===== src/pkg/clkgen_pkg.sv =====
package clkgen_pkg;

    // register indices on the plain port (byte wide registers)
    localparam logic [1:0] ADDR_MODE_CTRL = 2'h0;
    localparam logic [1:0] ADDR_OSC_CTRL = 2'h1;
    localparam logic [1:0] ADDR_TRIM_VALUE = 2'h2;
    localparam logic [1:0] ADDR_STATE_REPORT = 2'h3;

    // reset values of the writable registers
    localparam logic [7:0] MODE_CTRL_RESET = 8'h04;
    localparam logic [7:0] OSC_CTRL_RESET = 8'h40;
    localparam logic [7:0] TRIM_VALUE_RESET = 8'h80;

    // field positions in clock_mode_ctrl
    localparam int CLKSEL_MSB = 7;
    localparam int CLKSEL_LSB = 6;
    localparam int REFDIV_MSB = 5;
    localparam int REFDIV_LSB = 3;
    localparam int INTREF_SEL_POS = 2;
    localparam int INTREF_OUT_EN_POS = 1;
    localparam int INTREF_STOP_EN_POS = 0;

    // field positions in clock_osc_ctrl
    localparam int BUSDIV_MSB = 7;
    localparam int BUSDIV_LSB = 6;
    localparam int RANGE_POS = 5;
    localparam int HIGH_GAIN_POS = 4;
    localparam int LOW_POWER_POS = 3;
    localparam int EXTREF_SEL_POS = 2;
    localparam int EXTREF_OUT_EN_POS = 1;
    localparam int EXTREF_STOP_EN_POS = 0;

    // field positions in clock_state_report
    localparam int INTREF_STATUS_POS = 4;
    localparam int SRC_STATUS_MSB = 3;
    localparam int SRC_STATUS_LSB = 2;
    localparam int OSC_INIT_POS = 1;
    localparam int FINE_TRIM_POS = 0;

    // clock select field codes
    localparam logic [1:0] CLKSEL_LOOP = 2'h0;
    localparam logic [1:0] CLKSEL_INTREF = 2'h1;
    localparam logic [1:0] CLKSEL_EXTREF = 2'h2;

    // loop multiplication factor
    localparam int LOOP_MULT = 1024;
    // cycles of settling before the source status follows a request
    localparam logic [3:0] SWITCH_CYCLES = 4'h4;
    // oscillator start-up cycles; not used, ready is reported from the synchronised OSC_READY
    localparam logic [7:0] OSC_START_CYCLES = 8'h40;

    typedef enum logic [6:0] {
        ST_ENGAGED_INT = 7'h01,
        ST_ENGAGED_EXT = 7'h02,
        ST_BYPASS_INT = 7'h04,
        ST_BYPASS_INT_LP = 7'h08,
        ST_BYPASS_EXT = 7'h10,
        ST_BYPASS_EXT_LP = 7'h20,
        ST_STOP = 7'h40
    } gen_mode_type;

    // per-mode clock routing decision
    typedef struct packed {
        logic loop_enable;
        logic out_from_loop;
        logic out_from_int;
        logic out_from_ext;
        logic link_enable;
        logic int_ref_on;
        logic ext_ref_on;
    } route_type;

    // software visible control registers
    typedef struct packed {
        logic [7:0] mode_ctrl;
        logic [7:0] osc_ctrl;
        logic [7:0] trim_value;
        logic fine_trim;
    } ctrl_type;

endpackage : clkgen_pkg


===== src/rtl/internal_clock_generator.sv =====
`timescale 1ns/1ps
// What this block does
// - bypassed external outputs the external reference while its loop drives the link clock.
// - external low-power bypass stops loop and link, output from the external reference.
// - the external reference may be the controlled crystal oscillator or any other clock.
// - stop disables the loop and both clocks, references stay on only with both their out and stop enables set.
// - no signal of the block leaves the chip.
// - engaged internal: output from loop on divided internal reference, link clock on.
// - engaged external: output from loop on divided external reference, link clock on.
// - select 01, internal reference, debug or low power clear give bypassed internal.
// - bypassed internal outputs the internal reference while loop and link keep running.
// - select 01, internal reference, no debug and low power set give internal low power.
// - internal low-power bypass stops loop and link, output from the internal reference.
module internal_clock_generator
    import clkgen_pkg::*;
#(
    parameter int DIV_W = 3
) (
    input wire logic SYS_CLK,
    input wire logic SYS_RST,
    input wire logic CLK_EN,
    // register port
    input wire logic [1:0] ADDR,
    input wire logic [7:0] WDATA,
    input wire logic WR,
    input wire logic RD,
    output logic [7:0] RDATA,
    // on-chip clock sources as enable ticks on SYS_CLK
    input wire logic INT_REF_TICK,
    input wire logic EXT_REF_TICK,
    input wire logic OSC_READY,
    // chip state
    input wire logic DEBUG_ACTIVE,
    input wire logic STOP_REQ,
    // clock outputs as enable ticks and status
    output logic GEN_OUT_TICK,
    output logic LINK_TICK,
    output logic LOOP_ENABLE,
    output logic INT_REF_ON,
    output logic EXT_REF_ON,
    output logic OSC_ENABLE,
    output logic HIGH_GAIN,
    output logic [1:0] BUS_DIV,
    output logic [7:0] TRIM_OUT
);
    // refused at elaboration: the divider field width is fixed by the register
    if (DIV_W != REFDIV_MSB - REFDIV_LSB + 1) begin : g_bad_div
        $error("DIV_W must match divider field");
    end

    typedef struct packed {
        ctrl_type ctrl;
        gen_mode_type mode;
        logic [1:0] src_status;
        logic int_status;
        logic [3:0] settle;
        logic [7:0] rdata;
        logic out_tick;
        logic link_tick;
        logic osc_rdy_m;
        logic osc_rdy_s;
        logic osc_init;
        logic dbg_m;
        logic dbg_s;
        logic stop_m;
        logic stop_s;
    } gen_state_type;

    gen_state_type s_q;
    gen_state_type s_d;
    route_type route;
    logic [1:0] clk_sel;
    logic [DIV_W-1:0] ref_div;
    logic int_sel;
    logic low_power;
    logic ref_tick;
    logic div_tick;
    logic loop_tick;
    logic loop_locked;
    gen_mode_type mode_req;

    // mode decode from control fields and debug state
    function automatic gen_mode_type decode_mode(
        input logic [1:0] sel,
        input logic int_ref,
        input logic lp,
        input logic dbg,
        input logic stop
    );
        gen_mode_type m;
        m = ST_ENGAGED_INT;
        if (stop) begin
            m = ST_STOP;
        end else begin
            case (sel)
                CLKSEL_LOOP: m = int_ref ? ST_ENGAGED_INT : ST_ENGAGED_EXT;
                CLKSEL_INTREF: begin
                    m = (dbg || !lp) ? ST_BYPASS_INT : ST_BYPASS_INT_LP;
                end
                CLKSEL_EXTREF: m = (dbg || !lp) ? ST_BYPASS_EXT : ST_BYPASS_EXT_LP;
                default: m = int_ref ? ST_ENGAGED_INT : ST_ENGAGED_EXT; // reserved code acts as 00
            endcase
        end
        return m;
    endfunction : decode_mode

    assign clk_sel = s_q.ctrl.mode_ctrl[CLKSEL_MSB:CLKSEL_LSB];
    assign ref_div = s_q.ctrl.mode_ctrl[REFDIV_MSB:REFDIV_LSB];
    assign int_sel = s_q.ctrl.mode_ctrl[INTREF_SEL_POS];
    assign low_power = s_q.ctrl.osc_ctrl[LOW_POWER_POS];
    assign mode_req = decode_mode(clk_sel, int_sel, low_power, s_q.dbg_s, s_q.stop_s);

    // routing per mode
    always_comb begin
        route = '0;
        case (s_q.mode)
            ST_ENGAGED_INT: begin
                route.loop_enable = 1'b1;
                route.out_from_loop = 1'b1;
                route.link_enable = 1'b1;
                route.int_ref_on = 1'b1;
            end
            ST_ENGAGED_EXT: begin
                route.loop_enable = 1'b1;
                route.out_from_loop = 1'b1;
                route.link_enable = 1'b1;
                route.ext_ref_on = 1'b1;
            end
            ST_BYPASS_INT: begin
                route.loop_enable = 1'b1;
                route.out_from_int = 1'b1;
                route.link_enable = 1'b1;
                route.int_ref_on = 1'b1;
            end
            ST_BYPASS_INT_LP: begin
                route.out_from_int = 1'b1;
                route.int_ref_on = 1'b1;
            end
            ST_BYPASS_EXT: begin
                route.loop_enable = 1'b1;
                route.out_from_ext = 1'b1;
                route.link_enable = 1'b1;
                route.ext_ref_on = 1'b1;
            end
            ST_BYPASS_EXT_LP: begin
                route.out_from_ext = 1'b1;
                route.ext_ref_on = 1'b1;
            end
            ST_STOP: begin
                // references stay on only with both their out and stop enables set
                route.int_ref_on = s_q.ctrl.mode_ctrl[INTREF_OUT_EN_POS]
                    && s_q.ctrl.mode_ctrl[INTREF_STOP_EN_POS];
                route.ext_ref_on = s_q.ctrl.osc_ctrl[EXTREF_OUT_EN_POS]
                    && s_q.ctrl.osc_ctrl[EXTREF_STOP_EN_POS];
            end
            default: route = '0;
        endcase
        // out-enables keep a reference running outside stop too
        if (s_q.mode != ST_STOP) begin
            route.int_ref_on = route.int_ref_on || s_q.ctrl.mode_ctrl[INTREF_OUT_EN_POS];
            route.ext_ref_on = route.ext_ref_on || s_q.ctrl.osc_ctrl[EXTREF_OUT_EN_POS];
        end
    end

    // loop reference follows the reference select bit
    assign ref_tick = int_sel ? INT_REF_TICK : EXT_REF_TICK;

    clk_divider #(
        .SEL_W(DIV_W)
    ) u_ref_div (
        .clk(SYS_CLK),
        .rst(SYS_RST),
        .ce(CLK_EN),
        .tick_in(ref_tick),
        .sel(ref_div),
        .tick_out(div_tick)
    );

    freq_locked_loop #(
        .MULT(LOOP_MULT)
    ) u_loop (
        .clk(SYS_CLK),
        .rst(SYS_RST),
        .ce(CLK_EN),
        .enable(route.loop_enable),
        .ref_tick(div_tick),
        .out_tick(loop_tick),
        .locked(loop_locked)
    );

    // registers, synchronisers, mode tracking and outputs
    always_comb begin
        s_d = s_q;
        s_d.rdata = 8'h00;
        // pin-like inputs from other domains, two flops each
        s_d.osc_rdy_m = OSC_READY;
        s_d.osc_rdy_s = s_q.osc_rdy_m;
        s_d.dbg_m = DEBUG_ACTIVE;
        s_d.dbg_s = s_q.dbg_m;
        s_d.stop_m = STOP_REQ;
        s_d.stop_s = s_q.stop_m;
        // oscillator ready only counts while external crystal is chosen
        s_d.osc_init = s_q.osc_rdy_s && s_q.ctrl.osc_ctrl[EXTREF_SEL_POS];
        if (WR) begin
            case (ADDR)
                ADDR_MODE_CTRL: s_d.ctrl.mode_ctrl = WDATA;
                ADDR_OSC_CTRL: s_d.ctrl.osc_ctrl = WDATA;
                ADDR_TRIM_VALUE: s_d.ctrl.trim_value = WDATA;
                ADDR_STATE_REPORT: s_d.ctrl.fine_trim = WDATA[FINE_TRIM_POS];
                default: s_d.ctrl = s_q.ctrl;
            endcase
        end
        if (RD) begin
            case (ADDR)
                ADDR_MODE_CTRL: s_d.rdata = s_q.ctrl.mode_ctrl;
                ADDR_OSC_CTRL: s_d.rdata = s_q.ctrl.osc_ctrl;
                ADDR_TRIM_VALUE: s_d.rdata = s_q.ctrl.trim_value;
                ADDR_STATE_REPORT: begin
                    s_d.rdata[INTREF_STATUS_POS] = s_q.int_status;
                    s_d.rdata[SRC_STATUS_MSB:SRC_STATUS_LSB] = s_q.src_status;
                    s_d.rdata[OSC_INIT_POS] = s_q.osc_init;
                    s_d.rdata[FINE_TRIM_POS] = s_q.ctrl.fine_trim;
                end
                default: s_d.rdata = 8'h00;
            endcase
        end
        // status follows the request after a short settle, so software can poll
        if (mode_req != s_q.mode) begin
            s_d.mode = mode_req;
            s_d.settle = SWITCH_CYCLES;
        end else if (s_q.settle != 4'h0) begin
            s_d.settle = s_q.settle - 4'h1;
        end else if (s_q.mode != ST_STOP) begin
            s_d.src_status = (s_q.mode inside {ST_ENGAGED_INT, ST_ENGAGED_EXT})
                ? (loop_locked ? CLKSEL_LOOP : s_q.src_status)
                : ((s_q.mode inside {ST_BYPASS_INT, ST_BYPASS_INT_LP})
                   ? CLKSEL_INTREF : CLKSEL_EXTREF);
            s_d.int_status = int_sel;
        end
        // clock ticks; stop gives none at all
        s_d.out_tick = (route.out_from_loop && loop_tick)
            || (route.out_from_int && INT_REF_TICK)
            || (route.out_from_ext && EXT_REF_TICK);
        s_d.link_tick = route.link_enable && loop_tick;
    end

    always_ff @(posedge SYS_CLK) begin
        if (SYS_RST) begin
            s_q <= '0;
            s_q.ctrl.mode_ctrl <= MODE_CTRL_RESET;
            s_q.ctrl.osc_ctrl <= OSC_CTRL_RESET;
            s_q.ctrl.trim_value <= TRIM_VALUE_RESET;
            s_q.mode <= ST_ENGAGED_INT;
            s_q.int_status <= 1'b1;
        end else if (CLK_EN) begin
            s_q <= s_d;
        end
    end

    // all outputs are on-chip nets only
    assign RDATA = s_q.rdata;
    assign GEN_OUT_TICK = s_q.out_tick;
    assign LINK_TICK = s_q.link_tick;
    assign LOOP_ENABLE = route.loop_enable;
    assign INT_REF_ON = route.int_ref_on;
    assign EXT_REF_ON = route.ext_ref_on;
    assign OSC_ENABLE = route.ext_ref_on && s_q.ctrl.osc_ctrl[EXTREF_SEL_POS];
    assign HIGH_GAIN = s_q.ctrl.osc_ctrl[HIGH_GAIN_POS];
    assign BUS_DIV = s_q.ctrl.osc_ctrl[BUSDIV_MSB:BUSDIV_LSB];
    assign TRIM_OUT = s_q.ctrl.trim_value;
endmodule : internal_clock_generator


===== src/rtl/clk_divider.sv =====
`timescale 1ns/1ps
// divides an enabled reference edge stream by 2**sel
module clk_divider
    import clkgen_pkg::*;
#(
    parameter int SEL_W = 3
) (
    input wire logic clk,
    input wire logic rst,
    input wire logic ce,
    input wire logic tick_in,
    input wire logic [SEL_W-1:0] sel,
    output logic tick_out
);
    // refused at elaboration: the terminal count is built in 16 bits
    if (SEL_W < 1 || SEL_W > 4) begin : g_bad_sel
        $error("clk_divider: SEL_W out of range");
    end

    typedef struct packed {
        logic [15:0] count;
        logic tick;
    } div_state_type;

    div_state_type s_q;
    div_state_type s_d;

    // terminal count derived from the select value
    always_comb begin
        s_d = s_q;
        s_d.tick = 1'b0;
        if (tick_in) begin
            if (s_q.count >= ((16'h0001 << sel) - 16'h0001)) begin
                s_d.count = 16'h0000;
                s_d.tick = 1'b1;
            end else begin
                s_d.count = s_q.count + 16'h0001;
            end
        end
    end

    always_ff @(posedge clk) begin
        if (rst) begin
            s_q <= '0;
        end else if (ce) begin
            s_q <= s_d;
        end
    end

    assign tick_out = s_q.tick;
endmodule : clk_divider


===== src/rtl/freq_locked_loop.sv =====
`timescale 1ns/1ps
// behavioural loop: emits up to MULT output ticks per reference tick, one per cycle at most, once a period is measured
module freq_locked_loop
    import clkgen_pkg::*;
#(
    parameter int MULT = LOOP_MULT
) (
    input wire logic clk,
    input wire logic rst,
    input wire logic ce,
    input wire logic enable,
    input wire logic ref_tick,
    output logic out_tick,
    output logic locked
);
    // refused at elaboration: the phase step must fit 16 bits
    if (MULT < 2 || MULT > 65535) begin : g_bad_mult
        $error("freq_locked_loop: MULT out of range");
    end

    typedef struct packed {
        logic [15:0] period;
        logic [15:0] since_ref;
        logic [15:0] phase;
        logic tick;
        logic lock;
    } loop_state_type;

    loop_state_type s_q;
    loop_state_type s_d;

    // measure the reference period in system cycles, then spread ticks over it;
    // a simple stand-in for the analog loop, good enough for mode steering
    always_comb begin
        s_d = s_q;
        s_d.tick = 1'b0;
        if (!enable) begin
            s_d = '0;
        end else begin
            s_d.since_ref = s_q.since_ref + 16'h0001;
            s_d.phase = s_q.phase + 16'(MULT);
            if (s_q.phase >= s_q.period && s_q.period != 16'h0000) begin
                s_d.phase = s_q.phase - s_q.period + 16'(MULT);
                s_d.tick = 1'b1;
            end
            if (ref_tick) begin
                s_d.period = s_q.since_ref + 16'h0001;
                s_d.since_ref = 16'h0000;
                s_d.lock = (s_q.period != 16'h0000);
            end
        end
    end

    always_ff @(posedge clk) begin
        if (rst) begin
            s_q <= '0;
        end else if (ce) begin
            s_q <= s_d;
        end
    end

    assign out_tick = s_q.tick;
    assign locked = s_q.lock;
endmodule : freq_locked_loop


===== config.mk =====
export PLATFORM = sky130hd
export DESIGN_NAME = internal_clock_generator
export DESIGN_NICKNAME = d
export VERILOG_FILES = /design/src/pkg/clkgen_pkg.sv /design/src/rtl/internal_clock_generator.sv /design/src/rtl/clk_divider.sv /design/src/rtl/freq_locked_loop.sv
export SDC_FILE = /design/constraint.sdc
export NUM_CORES = 1
export LEC_CHECK = 0
export ABC_AREA = 0
export BUFFER_PORTS_ARGS = -buffer_cell sky130_fd_sc_hd__buf_4
export CAP_MARGIN = 10
export CORE_MARGIN = 2
export CORE_UTILIZATION = 45
export DETAILED_ROUTE_END_ITERATION = 16
export PLACE_DENSITY_LB_ADDON = 0.12
export SLEW_MARGIN = 5
export SYNTH_ARGS = -nofsm -noshare
export SYNTH_HDL_FRONTEND = slang
export SYNTH_SLANG_ARGS = --single-unit
export TNS_END_PERCENT = 100

===== constraint.sdc =====
create_clock -name SYS_CLK -period 3.07 [get_ports SYS_CLK]
set_input_delay 0.4605 -clock SYS_CLK [delete_from_list [all_inputs] [get_ports SYS_CLK]]
set_output_delay 0.4605 -clock SYS_CLK [all_outputs]
set_load 0.02 [all_outputs]

* Word-level counts from Yosys, hierarchy flattened
Cells that the tools add are included.
W data, S select, Z words.
** Operators by class
- Reductions and logical operators :: 37
- Add/sub/neg operators :: 7
- Eq/ne operators :: 16
- $lt $le $gt $ge :: 2
- Shift operators :: 1
- Multiplexer cells :: 28
- Bitwise operators :: 2
** Operator list (count)
- $mux W50 :: 1
- $add A16 B1 Y16 const B :: 2
- $add A16 B11 Y16 const B :: 2
- $ge A16 B16 Y1 :: 2
- $mux W32 :: 1
- $pmux W5 S4 :: 1
- $mux W17 :: 1
- $mux W16 :: 1
- $reduce_bool A16 Y1 :: 1
- $shl A1 B3 Y16 const A :: 1
- $sub A16 B1 Y16 const B :: 1
- $sub A16 B16 Y16 :: 1
- $mux W4 :: 3
- $pmux W6 S2 :: 1
- $reduce_and A3 Y1 :: 4
- $mux W2 :: 5
- $logic_and A1 B1 Y1 :: 9
- $pmux W3 S3 :: 1
- $mux W1 :: 8
- $mux W8 :: 1
- $reduce_and A2 Y1 :: 4
- $eq A7 B1 Y1 const B :: 1
- $eq A7 B2 Y1 const B :: 1
- $eq A7 B3 Y1 const B :: 1
- 25 further kinds :: 39
** Word-level totals
- Word-level logic and storage cells :: 118
- Output and inout port bits :: 25
- Bits of input ports :: 20
- Register bits :: 123

* Logic depth before layout (Yosys ltp)
- Depth after elaboration :: 8
- Depth in mapped cells :: 16
- Mapped depth without buffers :: 13

* Hierarchy
Synthesis repeated with hierarchy kept, for this count alone.
** Unflattened totals
- Cell total of the unflattened synthesis :: 892
- Area total of the unflattened synthesis :: 7549.7 um^2
** By module, submodules not included
- freq_locked_loop :: instances 1, cells each 403, area an instance 3408.3 um^2, seq. area each 1001.0 um^2
- internal_clock_generator :: instances 1, cells each 357, area an instance 2996.6 um^2, seq. area each 1121.1 um^2
- clk_divider :: instances 1, cells each 132, area an instance 1144.8 um^2, seq. area each 340.3 um^2

* Worst setup path after synthesis
No wires, ideal clock.
- Path type :: register to register
- Start point :: register s_q, in the netlist ref_div[0]
- End point :: register u_ref_div.s_q[10] (netlist bit)
- Cell stages (with the launch flop) :: 16
- Buffers on the path :: 3
- Data required time :: 2.942 ns
- Arrival time :: 3.020 ns
- Path slack :: -0.077 ns
- Cell sequence :: dfxtp_1 -> clkbuf_1 -> or3_1 -> ha_1 -> clkbuf_1 -> nor3_1 -> a21o_1 -> a21oi_1 -> ha_1 -> o21ai_0 -> nand2b_1 -> o2111ai_1 -> o211a_1 -> o31ai_1 -> clkbuf_1 -> nor2_1
** On the way
- Cells in the longest elaborated chain, start to end :: 4
** RTL lines
- start: declaration :: RTL line internal_clock_generator.sv:69 : gen_state_type s_q;
- $shl A1 B3 Y16 :: RTL line clk_divider.sv:33 : if (s_q.count >= ((16'h0001 << sel) - 16'h0001)) begin
- $sub A16 B1 Y16 :: RTL line clk_divider.sv:33
- $ge A16 B16 Y1 :: RTL line clk_divider.sv:33
- $mux W16 :: RTL line clk_divider.sv:33
- end signal: assignment :: RTL line clk_divider.sv:44 : s_q <= '0;
- end signal: assignment :: RTL line clk_divider.sv:46 : s_q <= s_d;
- end: declaration :: RTL line clk_divider.sv:25 : div_state_type s_q;
Every way passes these cells.
A chain may end at the register's enable or synchronous reset.

* Worst setup path in the final report
- Start point :: register s_q[24] (netlist bit)
- End point :: output OSC_ENABLE
** On the way
- Cells in the longest elaborated chain, start to end :: 6
- Elaborated cells on any way between the ends :: 10
- Those cells by class :: 5 x eq/ne; 2 x mux; 3 x reduce/logical
** RTL lines
- $eq A7 B2 Y1, or another cell as far along :: RTL line internal_clock_generator.sv:116 : case (s_q.mode)
- $reduce_or A3 Y1 (no line)
- $pmux W1 S2 :: RTL line internal_clock_generator.sv:116
- $logic_or A1 B1 Y1 :: RTL line internal_clock_generator.sv:161 : route.ext_ref_on = route.ext_ref_on || s_q.ctrl.osc_ctrl[EXTREF_OUT_EN_POS];
- $mux W2 (*) :: RTL line internal_clock_generator.sv:159 : if (s_q.mode != ST_STOP) begin
- $logic_and A1 B1 Y1 (*) :: RTL line internal_clock_generator.sv:267 : assign OSC_ENABLE = route.ext_ref_on && s_q.ctrl.osc_ctrl[EXTREF_SEL_POS];
- end: declaration :: RTL line internal_clock_generator.sv:41 : output logic OSC_ENABLE,
Every way passes the cells marked *; elsewhere a longest branch is shown, timed or not.

==> run summary <==
The highest routing layer actually used is met4. The area added between synthesis and finish is 14.4%. In this run, synthesis inferred 0 flip-flops with an integrated enable. The overall die width is 133 um. The final-layout worst hold slack came out at between 0.2 and 0.3 ns.

The final period utilization is a little over nine tenths. The TritonCTS clock tree is yes. The final critical delay including setup and external delays came out at approximately 2.9 ns. Based on the critical path, the design can be clocked at up to around 340 MHz.

The met1 wire length came out at roughly 8500 um. After detailed routing, the average wire length per cell comes to 14.9 um. The most common flop cell mapped by yosys is sky130_fd_sc_hd__dfxtp_1. The number of placed instances, taps included, is 1139.

The placed wire-length estimate after detailed placement came out at 12900 um. The post-synthesis cell count is 907. Entering global routing, the biggest net connects 39 pins. The number of violations reported at the end of detailed-routing iteration 0 came out at ~360.

The number of fillers in the final layout is approximately 1600. The sequential cell area fraction in the yosys report is between 30 and 40%. The tightest min-delay check is of the in -> reg type.

The total core area came out at approximately 16000 um^2. Cells with a size suffix above 1 make up between 10% and 20% of the layout. The clock net sink count is between 100 and 150. The data required time of the critical path is between 2 and 3 ns.

The residual overflow from global routing is 0. The routed wire length on met3 is approximately 620 um. The count of endpoints failing hold in the final timing report came to 0.

The peak supply drop came out at about 0.39 mV. Max-cap violations in this run came to 0. The number of global-route vias before repair came to between 5000 and 6000. The power density over the cells came out at 470 nW/um^2. Counting instances in the post-synthesis netlist gives the leading cell types as 123 x sky130_fd_sc_hd__dfxtp_1, 103 x sky130_fd_sc_hd__nand2_1, 83 x sky130_fd_sc_hd__nor2_1. The final layout net count is 1022. The antenna diode instance count came out at 0. The die is between 100 and 150 um tall. The leakage power total came out at 3.45 nW. The total number of vias is about 6300.

The setup total negative slack is 0 ns. The yosys synthesis warning count is 0. Global routing used ~20% of the available tracks across all layers. The area of all sequential standard cells is 2460 um^2. Using the TritonRoute via totals, the vias-per-cell ratio works out to 5.37. The area of the multi-input gates came out at approximately 4500 um^2. The post-synth design cell area is 7450 um^2. The post-route core utilization came out at between 50% and 60%. Among all cell types in the netlist, the one instantiated most often is sky130_fd_sc_hd__dfxtp_1. The sort of element at the end of the critical path is an output port. The first-pass iteration count of the detailed router came out at 5.

After synthesis, the netlist uses 68 different library cells. In this run the count of I/O pins placed on the die edge is 45. The deepest level of the CTS H-tree came out at 4. The quantity of I/O buffers inserted on ports came out at 44. The wire length of the first global-routing pass is a little under 30000 um. Dividing the synthesized area by the synthesized cell count gives 8.22 um^2. The length of routed met2 wiring is between 8000 and 9000 um.

The measured slew at the worst slew-check pin came out at approximately 0.73 ns. The worst-skew pair later-pin latency is around 0.4 ns. The tree is rooted in a sky130_fd_sc_hd__clkbuf_16.

The routability congestion estimate is around 0.8. The run finished with clean final reports. The clock buffer count from CTS is 17. The final cell count without fillers came out at roughly 1200. Clock-pin slew was measured on the worst setup and hold paths at approximately 0.060 ns.

The number of remaining DRC errors came out at 0. The power after layout came out at 4.01 mW. The tightest slew margin relative to the limit came out at about half. The launching element type of the critical path is a register. The startpoint-to-endpoint class of the critical path is reg -> out. Of the post-synthesis cell area, the dominant cell type holds between 30% and 40%. The number of setup violations in the final report came out at 0. The biggest fanout along the worst timing path came out at 8. The final layout contains routed wiring with a total length of about 17000 um. The worst register-to-register path has a setup slack of 0.17 ns. STA puts the critical path data arrival time at 2.48 ns. The floorplan step defined a die boundary enclosing 17600 um^2. The fraction of synthesis flops using an asynchronous set or reset pin came out at 0%. The number of flip-flops and latches in the synthesized netlist is 123. The final max-slew violation count came out at 0. The starting density of the core is between 40% and 50%. The synthesized design spends more area on one cell type than any other, namely sky130_fd_sc_hd__dfxtp_1.

The count of nets left with antenna violations once routing finished came out at 0. On the final layout, the worst clock skew is just over 0.008 ns. By area the synthesized netlist is led by sky130_fd_sc_hd__dfxtp_1 33%, sky130_fd_sc_hd__ha_1 9.6%, sky130_fd_sc_hd__nand2_1 5.2%, sky130_fd_sc_hd__nor2_1 4.2%, sky130_fd_sc_hd__a21oi_1 4.0%.

The placement row count came out at 47. The number of buffers on the longest clock path came out at 2. The initial antenna violation count came to 0.
[report_power, final]
part	switching, mW	internal [mW]	leakage (nW)
sequential	0.0442	1.64	0.995
clock	0.733	1.09	0.266
combinational	0.286	0.211	2.19
total	1.06	2.94	3.45
[final timing paths]
kind	from	end	cells after the start
hold reg to reg	s_q[45]	s_q[45]	2
hold / removal	STOP_REQ	s_d[0]	3
setup / recovery	s_q[24]	OSC_ENABLE	6
setup reg to reg	u_loop.s_q[38]	u_loop.s_q[17]	11
[sequential cells by signal (all words and copies together), names as in the netlist]
signal,cells
u_loop.s_q,48
s_q,25
u_ref_div.s_q,16
RDATA,8
TRIM_OUT,8
ref_div,3
s_d,3
BUS_DIV,2
clk_sel,2
GEN_OUT_TICK,1
HIGH_GAIN,1
LINK_TICK,1
int_sel,1
low_power,1
u_loop.locked,1
u_loop.out_tick,1
u_ref_div.tick_out,1
[cell type report]
type / count / share of cell area, %
Inverter: 62 / 2.73
Sequential cell: 123 / 28.9
Timing Repair Buffer: 66 / 5.85
Tap cell: 220 / 3.23
Clock buffer: 22 / 5.56
Multi-Input combinational cell: 668 / 53.0
Clock inverter: 10 / 0.778
[stage by stage]
stage	cell area (um^2)	setup slack, ns
after floorplan	7470	0.0188
final	8530	0.126
after detailed placement	7950	0.102
after CTS	8490	0.0358
after global placement	7950	0.154
after global routing	8530	-0.00585
[routing by layer]
layer | GRT usage (%) | vias to the layer above
met2 | 33.7 | 90
met3 | 4.83 | 10
li1 | - | 3222
met1 | 27.3 | 2963
met5 | 0 | -
met4 | 4.96 | 0
[cell families after synthesis]
logic type                 synth area share (%)
and+or+nand+nor                            22.5
AOI/OAI and AO/OA                          17.5
DFF                                        33.0
buffers and inverters                      6.93
adders and majority gates                  11.4
xor gates and xnor gates                   5.17
muxes                                      3.41
other                                    0.0503
[cell usage in the layout, fill, tap and decap left out, drive strengths merged, types with 8 or more instances in the layout]
cell type,Yosys,final
inv,62,64
nand4,16,16
nor2b,19,19
a22o,8,8
or3,12,12
nand3,23,23
nor2,83,83
mux2i,13,13
xor2,23,23
nand2,103,103
clkbuf,31,22
a22oi,12,12
nand2b,18,18
buf,25,66
dfxtp,123,123
nor3,15,15
nor4,9,9
xnor2,21,21
a21oi,61,61
o31ai,9,9
and3,8,8
a21o,11,11
nand3b,12,12
o21ai,40,40
ha,57,57
[critical path, cell delays in order, from the launching register on]
cell                       delay, ns
sky130_fd_sc_hd__dfxtp_1        0.37
sky130_fd_sc_hd__or4_1          0.54
sky130_fd_sc_hd__or4_1          0.49
sky130_fd_sc_hd__o21ai_1        0.16
sky130_fd_sc_hd__o211ai_1       0.16
sky130_fd_sc_hd__and2_1         0.19
sky130_fd_sc_hd__buf_4          0.15
[repair_timing]
action                                  4_1_cts  5_1_grt
hold buffers                                  0        0
endpoints found under the setup margin        0       19
gates resized for setup                       0        9
setup buffers                                 0        0
Power figures use the tool's default switching activity.
